**src/bsr_pkg.sv**
```systemverilog
`default_nettype none
package bsr_pkg;
  // Clock and time base
  localparam int CLK_HZ = 100_000_000;
  localparam int MS_PER_S = 1000;
  localparam int MS_CYC = CLK_HZ / MS_PER_S;
  localparam int BOOT_QUIET_MS = 3000;
  localparam int HOST_RST_MS = 1500;
  localparam int FAN_STAGGER_MS = 500;
  localparam int MS_W = 16;

  // Display and glyph geometry, fan count, settings width
  localparam int ROW_CHARS = 16;
  localparam int ROWS = 2;
  localparam int CHARS = ROW_CHARS * ROWS;
  localparam int GLYPHS = 8;
  localparam int GLYPH_ROWS = 8;
  localparam int GLYPH_BYTES = GLYPHS * GLYPH_ROWS;
  localparam int N_FANS = 4;
  localparam int SET_W = 64;

  // Packet layout
  localparam int MAX_LEN = 18;
  localparam int PAY_W = MAX_LEN * 8;
  localparam logic [1:0] CLASS_CMD = 2'h0;
  localparam logic [1:0] CLASS_RSP = 2'h1;
  localparam logic [1:0] CLASS_ERR = 2'h3;

  // Command codes and payload lengths
  localparam logic [5:0] CMD_SAVE = 6'h04;
  localparam logic [5:0] CMD_REBOOT = 6'h05;
  localparam logic [5:0] CMD_CLEAR = 6'h06;
  localparam logic [5:0] CMD_LINE1 = 6'h07;
  localparam logic [5:0] CMD_LINE2 = 6'h08;
  localparam logic [5:0] CMD_GLYPH = 6'h09;
  localparam logic [4:0] LEN_EMPTY = 5'h00;
  localparam logic [4:0] LEN_REBOOT = 5'h03;
  localparam logic [4:0] LEN_LINE = 5'h10;
  localparam logic [4:0] LEN_GLYPH = 5'h09;

  // Reboot-command key patterns
  localparam logic [23:0] KEY_REBOOT = {8'h08, 8'h12, 8'h63};
  localparam logic [23:0] KEY_HOSTRST = {8'h0c, 8'h1c, 8'h61};
  localparam logic [23:0] KEY_POWER = {8'h03, 8'h0b, 8'h5f};

  // Data values
  localparam logic [7:0] CHAR_SPACE = 8'h20;
  localparam logic [7:0] GLYPH_MASK = 8'h3f;
  localparam logic [2:0] SLOT_MAX = 3'h7;
  localparam logic [SET_W-1:0] SET_DEF = 64'h0;

  // Register port
  localparam logic [3:0] REG_ATX_PULSE = 4'h0;
  localparam logic [3:0] REG_REPORT_EN = 4'h4;
  localparam logic [3:0] REG_STATUS = 4'h8;
  localparam logic [MS_W-1:0] ATX_PULSE_DEF = 16'h00fa;
  localparam logic [3:0] REPORT_EN_DEF = 4'h0;

  typedef enum logic [4:0] {
    ST_LOAD = 5'h01,
    ST_BOOT = 5'h02,
    ST_IDLE = 5'h04,
    ST_HRST = 5'h08,
    ST_PWR = 5'h10
  } bsr_state_type;

  function automatic logic [7:0] pay_byte(input logic [PAY_W-1:0] d, input int i);
    return d[i*8 +: 8];
  endfunction
endpackage
`default_nettype wire

```
**src/bsr_nv_if.sv**
```systemverilog
`timescale 1ns/100ps
`default_nettype none
interface bsr_nv_if;
  import bsr_pkg::*;
  logic save;
  logic [7:0] live_chars [CHARS];
  logic [7:0] live_glyph [GLYPH_BYTES];
  logic [4:0] live_cursor;
  logic [SET_W-1:0] live_set;
  logic [7:0] img_chars [CHARS];
  logic [7:0] img_glyph [GLYPH_BYTES];
  logic [4:0] img_cursor;
  logic [SET_W-1:0] img_set;
  modport host(output save, live_chars, live_glyph, live_cursor, live_set,
               input img_chars, img_glyph, img_cursor, img_set);
  modport store(input save, live_chars, live_glyph, live_cursor, live_set,
                output img_chars, img_glyph, img_cursor, img_set);
endinterface
`default_nettype wire

```
**src/bsr_nvstore.sv**
```systemverilog
`timescale 1ns/100ps
`default_nettype none
module bsr_nvstore (
  // Clock and power-on reset
  input wire logic clk_i,
  input wire logic rst_i,
  // Boot image
  bsr_nv_if.store nv
);
  import bsr_pkg::*;

  // Only power-on reset restores the factory image; self reboots keep it
  always_ff @(posedge clk_i or posedge rst_i) begin
    if (rst_i) begin
      for (int i = 0; i < CHARS; i++) begin
        nv.img_chars[i] <= CHAR_SPACE;
      end
      for (int i = 0; i < GLYPH_BYTES; i++) begin
        nv.img_glyph[i] <= 8'h00;
      end
      nv.img_cursor <= 5'h00;
      nv.img_set <= SET_DEF;
    end else if (nv.save) begin
      nv.img_chars <= nv.live_chars;
      nv.img_glyph <= nv.live_glyph;
      nv.img_cursor <= nv.live_cursor;
      nv.img_set <= nv.live_set;
    end
  end
endmodule
`default_nettype wire

```
**src/bsr_top.sv**
```systemverilog
// Overview of operation
// - Boot restores saved image before taking commands
// - Save command stores display, glyphs, cursor, settings
// - Reporting, fail-safe, watchdog enables never saved
// - Acknowledge type is 0x40 ORed with code
// - Reboot key acknowledged, then full restart
// - Commands ignored during boot quiet period
// - Host-reset key acknowledged, drives reset, reboots
// - Host reset lasts 1.5 s before reboot
// - Power key pulses power line, then reboots
// - All three keys answer type 0x45
// - Fans powered up staggered during boot
// - Clear fills spaces, cursor to home
// - Top-line write needs 16 bytes
// - Bottom-line write needs 16 bytes
// - Glyph write selects slot, replaces rows
// - Glyph rows six bits, top row first
// - Top type bits give packet class
// - Every command taken while idle answered well within 250 ms
// - Packets failing CRC are dropped unanswered
//
// The implementer's own choices: the address map and the plain strobed port.
`timescale 1ns/100ps
`default_nettype none
module bsr_top #(
  parameter int MS_CYC = bsr_pkg::MS_CYC
) (
  // Clock and reset
  input wire logic clk_i,
  input wire logic rst_i,
  // Command packets from the framer
  input wire logic cmd_valid_i,
  input wire logic [7:0] cmd_type_i,
  input wire logic [4:0] cmd_len_i,
  input wire logic [bsr_pkg::PAY_W-1:0] cmd_data_i,
  input wire logic cmd_crc_ok_i,
  // Responses to the transmitter
  output logic rsp_valid_o,
  output logic [7:0] rsp_type_o,
  output logic [4:0] rsp_len_o,
  // Display content
  output logic [7:0] disp_char_memory_o [bsr_pkg::CHARS],
  output logic [7:0] glyph_pattern_memory_o [bsr_pkg::GLYPH_BYTES],
  output logic [3:0] cursor_col_o,
  output logic cursor_row_o,
  // Settings held by other blocks
  input wire logic [bsr_pkg::SET_W-1:0] settings_i,
  output logic [bsr_pkg::SET_W-1:0] settings_o,
  output logic settings_load_o,
  // Fans, host control, reporting enables
  output logic [bsr_pkg::N_FANS-1:0] fan_pwr_en_o,
  output logic host_reset_o,
  output logic host_power_o,
  output logic [3:0] report_en_o,
  output logic ready_o,
  // Register port
  input wire logic [3:0] reg_addr_i,
  input wire logic [31:0] reg_wdata_i,
  input wire logic reg_wr_i,
  input wire logic reg_rd_i,
  output logic [31:0] reg_rdata_o
);
  import bsr_pkg::*;

  bsr_state_type state;
  bsr_state_type next_state;
  logic [31:0] pre_cnt;
  logic ms_tick;
  logic [MS_W-1:0] ms_cnt;
  logic [MS_W-1:0] atx_pulse_ms;
  logic [5:0] code;
  logic [23:0] key;
  logic [2:0] slot;
  logic take;
  logic len_ok;
  logic key_reboot;
  logic key_hostrst;
  logic key_power;
  logic cmd_ok;
  logic do_cmd;

  bsr_nv_if nv ();

  bsr_nvstore u_nvstore (
    .clk_i(clk_i),
    .rst_i(rst_i),
    .nv(nv)
  );

  function automatic logic [4:0] expected_len(input logic [5:0] c);
    unique case (c)
      CMD_REBOOT: expected_len = LEN_REBOOT;
      CMD_LINE1, CMD_LINE2: expected_len = LEN_LINE;
      CMD_GLYPH: expected_len = LEN_GLYPH;
      default: expected_len = LEN_EMPTY;
    endcase
  endfunction

  function automatic logic in_group(input logic [5:0] c);
    return (c >= CMD_SAVE) && (c <= CMD_GLYPH);
  endfunction

  // Command decode
  assign code = cmd_type_i[5:0];
  assign key = {pay_byte(cmd_data_i, 0), pay_byte(cmd_data_i, 1), pay_byte(cmd_data_i, 2)};
  assign slot = cmd_data_i[2:0];
  // Only host-class packets of this group, after a good CRC, while idle
  assign take = cmd_valid_i && cmd_crc_ok_i && (state == ST_IDLE)
    && (cmd_type_i[7:6] == CLASS_CMD) && in_group(code);
  assign len_ok = (cmd_len_i == expected_len(code));
  assign key_reboot = (key == KEY_REBOOT);
  assign key_hostrst = (key == KEY_HOSTRST);
  assign key_power = (key == KEY_POWER);
  always_comb begin
    cmd_ok = len_ok;
    if (code == CMD_REBOOT) begin
      cmd_ok = len_ok && (key_reboot || key_hostrst || key_power);
    end else if (code == CMD_GLYPH) begin
      cmd_ok = len_ok && (pay_byte(cmd_data_i, 0) <= {5'h00, SLOT_MAX});
    end
  end
  assign do_cmd = take && cmd_ok;

  // Millisecond time base
  assign ms_tick = (pre_cnt == 32'(MS_CYC - 1));
  always_ff @(posedge clk_i or posedge rst_i) begin
    if (rst_i) begin
      pre_cnt <= 32'h0;
    end else if (ms_tick || (next_state != state)) begin
      pre_cnt <= 32'h0;
    end else begin
      pre_cnt <= pre_cnt + 32'h1;
    end
  end

  // Milliseconds spent in the current state
  always_ff @(posedge clk_i or posedge rst_i) begin
    if (rst_i) begin
      ms_cnt <= '0;
    end else if (next_state != state) begin
      ms_cnt <= '0;
    end else if (ms_tick && (ms_cnt != '1)) begin
      ms_cnt <= ms_cnt + 16'h1;
    end
  end

  // Sequencer
  always_comb begin
    next_state = state;
    unique case (state)
      ST_LOAD: begin
        next_state = ST_BOOT;
      end
      ST_BOOT: begin
        if (ms_cnt == 16'(BOOT_QUIET_MS)) begin
          next_state = ST_IDLE;
        end
      end
      ST_IDLE: begin
        if (do_cmd && (code == CMD_REBOOT)) begin
          if (key_reboot) begin
            next_state = ST_LOAD;
          end else if (key_hostrst) begin
            next_state = ST_HRST;
          end else begin
            next_state = ST_PWR;
          end
        end
      end
      ST_HRST: begin
        if (ms_cnt == 16'(HOST_RST_MS)) begin
          next_state = ST_LOAD;
        end
      end
      ST_PWR: begin
        // Zero pulse length still reboots after one ms
        if ((ms_cnt >= atx_pulse_ms) && ms_tick) begin
          next_state = ST_LOAD;
        end
      end
    endcase
  end

  always_ff @(posedge clk_i or posedge rst_i) begin
    if (rst_i) begin
      state <= ST_LOAD;
    end else begin
      state <= next_state;
    end
  end

  // Acknowledge one cycle after the packet is taken
  always_ff @(posedge clk_i or posedge rst_i) begin
    if (rst_i) begin
      rsp_valid_o <= 1'b0;
      rsp_type_o <= 8'h00;
      rsp_len_o <= 5'h00;
    end else begin
      rsp_valid_o <= take;
      if (take) begin
        rsp_type_o <= {(cmd_ok ? CLASS_RSP : CLASS_ERR), code};
        rsp_len_o <= LEN_EMPTY;
      end
    end
  end

  // Character memory
  always_ff @(posedge clk_i or posedge rst_i) begin
    if (rst_i) begin
      for (int i = 0; i < CHARS; i++) begin
        disp_char_memory_o[i] <= CHAR_SPACE;
      end
    end else if (state == ST_LOAD) begin
      disp_char_memory_o <= nv.img_chars;
    end else if (do_cmd) begin
      if (code == CMD_CLEAR) begin
        for (int i = 0; i < CHARS; i++) begin
          disp_char_memory_o[i] <= CHAR_SPACE;
        end
      end else if (code == CMD_LINE1) begin
        for (int i = 0; i < ROW_CHARS; i++) begin
          disp_char_memory_o[i] <= pay_byte(cmd_data_i, i);
        end
      end else if (code == CMD_LINE2) begin
        for (int i = 0; i < ROW_CHARS; i++) begin
          disp_char_memory_o[ROW_CHARS + i] <= pay_byte(cmd_data_i, i);
        end
      end
    end
  end

  // Glyph memory, slot-major, row 0 at the top of the cell
  always_ff @(posedge clk_i or posedge rst_i) begin
    if (rst_i) begin
      for (int i = 0; i < GLYPH_BYTES; i++) begin
        glyph_pattern_memory_o[i] <= 8'h00;
      end
    end else if (state == ST_LOAD) begin
      glyph_pattern_memory_o <= nv.img_glyph;
    end else if (do_cmd && (code == CMD_GLYPH)) begin
      for (int r = 0; r < GLYPH_ROWS; r++) begin
        // Bit 5 is the left pixel; upper bits cannot reach the cell
        glyph_pattern_memory_o[slot * GLYPH_ROWS + r] <=
          pay_byte(cmd_data_i, r + 1) & GLYPH_MASK;
      end
    end
  end

  // Cursor
  always_ff @(posedge clk_i or posedge rst_i) begin
    if (rst_i) begin
      cursor_col_o <= 4'h0;
      cursor_row_o <= 1'b0;
    end else if (state == ST_LOAD) begin
      cursor_col_o <= nv.img_cursor[3:0];
      cursor_row_o <= nv.img_cursor[4];
    end else if (do_cmd && (code == CMD_CLEAR)) begin
      cursor_col_o <= 4'h0;
      cursor_row_o <= 1'b0;
    end
  end

  // Settings owned elsewhere are handed back at boot
  always_ff @(posedge clk_i or posedge rst_i) begin
    if (rst_i) begin
      settings_o <= SET_DEF;
      settings_load_o <= 1'b0;
    end else begin
      settings_load_o <= (state == ST_LOAD);
      if (state == ST_LOAD) begin
        settings_o <= nv.img_set;
      end
    end
  end

  // Boot image capture
  always_comb begin
    nv.save = do_cmd && (code == CMD_SAVE);
    nv.live_chars = disp_char_memory_o;
    nv.live_glyph = glyph_pattern_memory_o;
    nv.live_cursor = {cursor_row_o, cursor_col_o};
    // Reporting enables are not part of the image
    nv.live_set = settings_i;
  end

  // Fans come on one by one so boot inrush stays low
  always_ff @(posedge clk_i or posedge rst_i) begin
    if (rst_i) begin
      fan_pwr_en_o <= '0;
    end else if (state == ST_LOAD) begin
      fan_pwr_en_o <= '0;
    end else if (state == ST_BOOT) begin
      for (int i = 0; i < N_FANS; i++) begin
        if (ms_cnt >= 16'((i + 1) * FAN_STAGGER_MS)) begin
          fan_pwr_en_o[i] <= 1'b1;
        end
      end
    end
  end

  // Host control lines; pins assumed left in their ATX role
  always_ff @(posedge clk_i or posedge rst_i) begin
    if (rst_i) begin
      host_reset_o <= 1'b0;
      host_power_o <= 1'b0;
    end else begin
      host_reset_o <= (next_state == ST_HRST);
      host_power_o <= (next_state == ST_PWR);
    end
  end

  always_ff @(posedge clk_i or posedge rst_i) begin
    if (rst_i) begin
      ready_o <= 1'b0;
    end else begin
      ready_o <= (next_state == ST_IDLE);
    end
  end

  // Software registers
  always_ff @(posedge clk_i or posedge rst_i) begin
    if (rst_i) begin
      atx_pulse_ms <= ATX_PULSE_DEF;
    end else if (reg_wr_i && (reg_addr_i == REG_ATX_PULSE)) begin
      atx_pulse_ms <= reg_wdata_i[MS_W-1:0];
    end
  end

  always_ff @(posedge clk_i or posedge rst_i) begin
    if (rst_i) begin
      report_en_o <= REPORT_EN_DEF;
    end else if (state == ST_LOAD) begin
      report_en_o <= REPORT_EN_DEF;
    end else if (reg_wr_i && (reg_addr_i == REG_REPORT_EN)) begin
      report_en_o <= reg_wdata_i[3:0];
    end
  end

  // Read data stands only in the cycle after the strobe
  always_ff @(posedge clk_i or posedge rst_i) begin
    if (rst_i) begin
      reg_rdata_o <= 32'h0;
    end else if (reg_rd_i) begin
      unique case (reg_addr_i)
        REG_ATX_PULSE: reg_rdata_o <= {16'h0, atx_pulse_ms};
        REG_REPORT_EN: reg_rdata_o <= {28'h0, report_en_o};
        REG_STATUS: reg_rdata_o <= {23'h0, fan_pwr_en_o, state};
        default: reg_rdata_o <= 32'h0;
      endcase
    end else begin
      reg_rdata_o <= 32'h0;
    end
  end
endmodule
`default_nettype wire

```
**config.mk**
```make
export PLATFORM = sky130hd
export DESIGN_NAME = bsr_top
export DESIGN_NICKNAME = d
export VERILOG_FILES = /design/src/bsr_pkg.sv /design/src/bsr_nv_if.sv /design/src/bsr_nvstore.sv /design/src/bsr_top.sv
export SDC_FILE = /design/constraint.sdc
export NUM_CORES = 2
export LEC_CHECK = 0
export BUFFER_PORTS_ARGS = -buffer_cell sky130_fd_sc_hd__buf_2
export CAP_MARGIN = 10
export CORE_MARGIN = 4
export CORE_UTILIZATION = 34
export CTS_CLUSTER_SIZE = 10
export DETAILED_ROUTE_END_ITERATION = 12
export GPL_ROUTABILITY_DRIVEN = 0
export MAX_ROUTING_LAYER = met4
export REMOVE_ABC_BUFFERS = 1
export SLEW_MARGIN = 20
export SYNTH_ARGS = -nofsm -noshare
export SYNTH_HDL_FRONTEND = slang
export SYNTH_SLANG_ARGS = --single-unit
```
**constraint.sdc**
```tcl
create_clock -name clk_i -period 61.1 [get_ports clk_i]
set_input_delay 3.055 -clock clk_i [delete_from_list [all_inputs] [get_ports clk_i]]
set_output_delay 3.055 -clock clk_i [all_outputs]
set_load 0.005 [all_outputs]
```
==> results.py <==
metrics = {
    "outcome": {
        "run_status": "finished, final reports clean",
    },
    "floorplan": {
        "placement_rows": 170,
        "core_area_sq_mm": 0.215,
        "ioPinCount": 1158,
        "fp.dieW_um": 474,
        "floorplan.initialDensity_pct": 34.3,
        "area_of_the_die_sq_mm": 0.225,
        "die_h_um": 474,
    },
    "final_layout": {
        "fillerInstances": 21100,
        "seq_area_sq_mm": 0.0446,
        "area_delta_synth_final_pct": 18.6,
        "utilization_pct": 40.6,
        "final_layout_size_suffix_gt1_share_pct": 17.1,
        "post-route-cell-area_sq_mm": 0.0875,
        "final_nets": 9474,
        "multiInputGateArea_sq_mm": 0.0267,
    },
    "yosys": {
        "post_synth_instance_area_sq_mm": 0.0738,
        "synth_area_per_cell_sq_um": 8.80,
        "synthesis.yosys.warnings": 0,
        "synth_seq_area_share_pct": 60.5,
        "syn_inst": 8383,
        "synth_cell_types": 67,
        "async_reset_ff_share_pct": 100,
        "most_frequently_used_flop_master_after_synthesis": "sky130_fd_sc_hd__dfrtp_1",
        "ffs_latches_synth": 1780,
        "synth_edf_count": 0,
    },
    "route": {
        "detail_route.iter0.violations": 5745,
        "num_vias": 62900,
        "drt-vias-per-instance": 5.17,
        "drtAntennaViolNets": 0,
        "detail_route.drc_violations": 0,
        "wl_per_cell_um": 21.6,
        "dr.pass1.iters": 7,
        "postRouteWirelength_um": 263000,
    },
    "critical_path": {
        "total_number_of_cells_along_the_worst_setup_path": 12,
        "regToRegEndpoint": "u_nvstore.nv.img_set[4]",
        "r2r.worst_path.cells": 10,
        "cpLargestDelayFamily": "buffers and inverters",
        "criticalPathCategory": "in -> reg",
        "worst_path_max_stage_delay_ps": 960,
        "timing.rr.start": "state[0]",
        "crit_path_max_fanout": 87,
        "critPathLaunch": "cmd_type_i[0]",
        "critical-path-slowest-cell": "sky130_fd_sc_hd__buf_4",
        "worst_setup_path_start_kind": "primary input",
        "data_arrival_time_of_the_critical_path_ps": 9710,
        "worstSetupEndpointType": "flop",
        "ff2ff_setup_slack_ps": 54780,
        "termination_of_the_worst_setup_path": "u_nvstore.nv.img_set[4]",
        "cp_cell_sequence": "buf_6 -> or3b_2 -> o221ai_1 -> and2_1 -> or4_4 -> buf_4 -> buf_4 -> buf_4 -> buf_4 -> buf_4 -> nand2_1 -> nand2_1",
        "critical_path_required_ps": 61820,
        "cp_num_buf_inv": 6,
        "cpMostUsedCell": "sky130_fd_sc_hd__buf_4",
    },
    "job": {
        "max-cap-violations": 0,
    },
    "grt": {
        "met1_usage_grt_pct": 29.4,
        "grt_first_pass_wirelength_um": 392000,
        "track_usage_pct": 23.4,
        "grt_max_degree": 204,
        "met2_global_route_usage_pct": 35.6,
        "grt_antenna_before_repair": 37,
        "first_global_vias": 61800,
        "globalRouteOverflowTotal": 0,
        "grt_util_met3_pct": 6.15,
        "most_used_routing_layer_in_global_routing": "met2",
    },
    "clocking": {
        "post_cts.repair.setup_buffers": 0,
        "h-tree-depth": 4,
        "cts_hold_buffers": 0,
        "cts_made_buffers": 201,
        "ctsResizeCount": 0,
        "max-clock-path-buffers": 3,
        "clock_tree.root_cell": "sky130_fd_sc_hd__clkbuf_16",
        "cts.sink_count": 1780,
        "tritoncts": "done",
        "clock_insertion_delay_worst_skew_ps": 830,
        "clkTransAtPathRegs_ps": 60,
    },
    "timing": {
        "fmaxAchievable_mhz": 111,
        "finalClockSkew_ps": 48.8,
        "final_hold_viol_count": 0,
        "timing.final.max_slew_violations": 0,
        "timing.final.crit_share_pct": 14.7,
        "post-route-min-period_ps": 8990,
        "report.final.setup_viol": 0,
        "max-slew-margin-rel_pct": 15.5,
        "grt_setup_unrepaired": "false",
        "worstMarginPinSlew_ps": 1270,
        "tns_ps": 0,
    },
    "pwr": {
        "ir_worst_vdd_v": 0.0000259,
        "leakage_nw": 45.4,
        "pwr_density_cell_mw_per_mm2": 27.2,
    },
    "min_path": {
        "hold_path.class": "reg -> reg",
    },
    "placement": {
        "area_of_placed_instances_sq_mm": 0.0815,
        "dp_hpwl_um": 168000,
        "port_buffers": 1104,
    },
}
[kinds of logic after synthesis]
| logic type | synth area share [%] |
|---|---|
| muxes | 1.70 |
| adders and majority gates | 0.322 |
| other | 0.00508 |
| and+or+nand+nor | 25.3 |
| buffers and inverters | 3.60 |
| AOI/OAI and AO/OA | 8.05 |
| xor gates and xnor gates | 0.522 |
| DFF | 60.5 |
[worst min-delay path by stage]
stage,startpoint,end,slack (ps),cells past startpoint
floorplan,u_nvstore.nv.img_chars[101],u_nvstore.nv.img_chars[101],430,2
global placement,u_nvstore.nv.img_chars[109],u_nvstore.nv.img_chars[109],440,2
detailed placement,u_nvstore.nv.img_chars[125],u_nvstore.nv.img_chars[125],440,2
CTS,u_nvstore.nv.img_chars[101],u_nvstore.nv.img_chars[101],450,2
global route,u_nvstore.nv.img_chars[125],u_nvstore.nv.img_chars[125],460,2
finish,u_nvstore.nv.img_chars[13],u_nvstore.nv.img_chars[13],450,2
[cell usage after synthesis, types with 7 or more instances]
cell type                  number  area share [%]
sky130_fd_sc_hd__a22oi_1      112             1.1
sky130_fd_sc_hd__nor2b_1        8           0.068
sky130_fd_sc_hd__dfstp_2       71             2.5
sky130_fd_sc_hd__nor3_1        61            0.41
sky130_fd_sc_hd__buf_4         36            0.37
sky130_fd_sc_hd__nand2_1     3845              20
sky130_fd_sc_hd__nor4_1        35            0.30
sky130_fd_sc_hd__buf_2         50            0.34
sky130_fd_sc_hd__xnor2_1       26            0.31
sky130_fd_sc_hd__clkbuf_1     523             2.7
sky130_fd_sc_hd__dfrtp_1     1709              58
sky130_fd_sc_hd__a31oi_1      385             3.3
sky130_fd_sc_hd__or2_2          7           0.059
sky130_fd_sc_hd__nand4_1       18            0.15
sky130_fd_sc_hd__inv_1         35            0.18
sky130_fd_sc_hd__nor2_1       606             3.1
sky130_fd_sc_hd__o21ai_0      246             1.7
sky130_fd_sc_hd__buf_1          7           0.036
sky130_fd_sc_hd__xor2_1        18            0.21
sky130_fd_sc_hd__mux2_2        19            0.29
sky130_fd_sc_hd__o21ai_1       17            0.12
sky130_fd_sc_hd__a31o_2        22            0.26
sky130_fd_sc_hd__ha_1          19            0.32
sky130_fd_sc_hd__nand3_1      115            0.78
sky130_fd_sc_hd__mux2i_1      104             1.4
sky130_fd_sc_hd__a21oi_1      185             1.3
[layout by cell type (no fill, tap or decap), drive strengths merged, types with 104 or more instances in the layout]
master  netlist  final
o21ai       263    263
a21oi       185    185
dfrtp      1709   1709
buf          94   1203
nor2        608    608
a31oi       385    385
a22oi       112    112
clkbuf      523    292
nand3       115    115
mux2i       104    104
nand2      3845   3845
[routing by layer]
metal,vias to the layer above,part of all wire (%)
li1,28600,-
met3,480,8.7
met1,31500,41
met5,-,0
met2,2373,45
met4,0,4.8
[cell type report]
class | instances | area share (%)
Sequential cell | 1780 | 51.0
Inverter | 35 | 0.167
Multi-Input combinational cell | 5971 | 30.6
Clock buffer | 292 | 6.28
Timing Repair Buffer | 1203 | 7.40
Tap cell | 2838 | 4.06
Clock inverter | 18 | 0.410
Antenna cell | 32 | 0.0915
[stage by stage]
step / cells / hold WS [ps] / total power (W) / setup WS [ps]
after floorplan: 7786 / 432 / 0.00125 / -557
after global placement: 11800 / 439 / 0.00129 / 51290
after detailed placement: 11800 / 444 / 0.00129 / 51330
after CTS: 12100 / 451 / 0.00240 / 52200
after global routing: 12200 / 462 / 0.00246 / 51830
final: 12200 / 448 / 0.00238 / 52110
[tightest hold or removal path: stages (launching register included)]
cell	delay [ps]
sky130_fd_sc_hd__dfstp_2	360
sky130_fd_sc_hd__nand2_1	40
sky130_fd_sc_hd__nand2_1	40
[report_power, final]
part	internal [W]	switching, W
Combinational	0.0000203	0.0000546
Sequential	0.00119	0.00000630
Clock	0.000626	0.000483
Total	0.00183	0.000544
[flip-flops by register name, indices dropped and copies added, names as in the netlist, 5 cells and up]
| name | count |
|---|---|
| rsp_type_o | 8 |
| u_nvstore.nv.img_cursor | 5 |
| u_nvstore.nv.img_glyph | 512 |
| ms_cnt | 16 |
| glyph_pattern_memory_o | 512 |
| atx_pulse_ms | 16 |
| state | 5 |
| settings_o | 64 |
| u_nvstore.nv.img_set | 64 |
| pre_cnt | 32 |
| u_nvstore.nv.img_chars | 256 |
| reg_rdata_o | 16 |
| disp_char_memory_o | 256 |
Note: power is estimated with default switching activity, not from simulation.
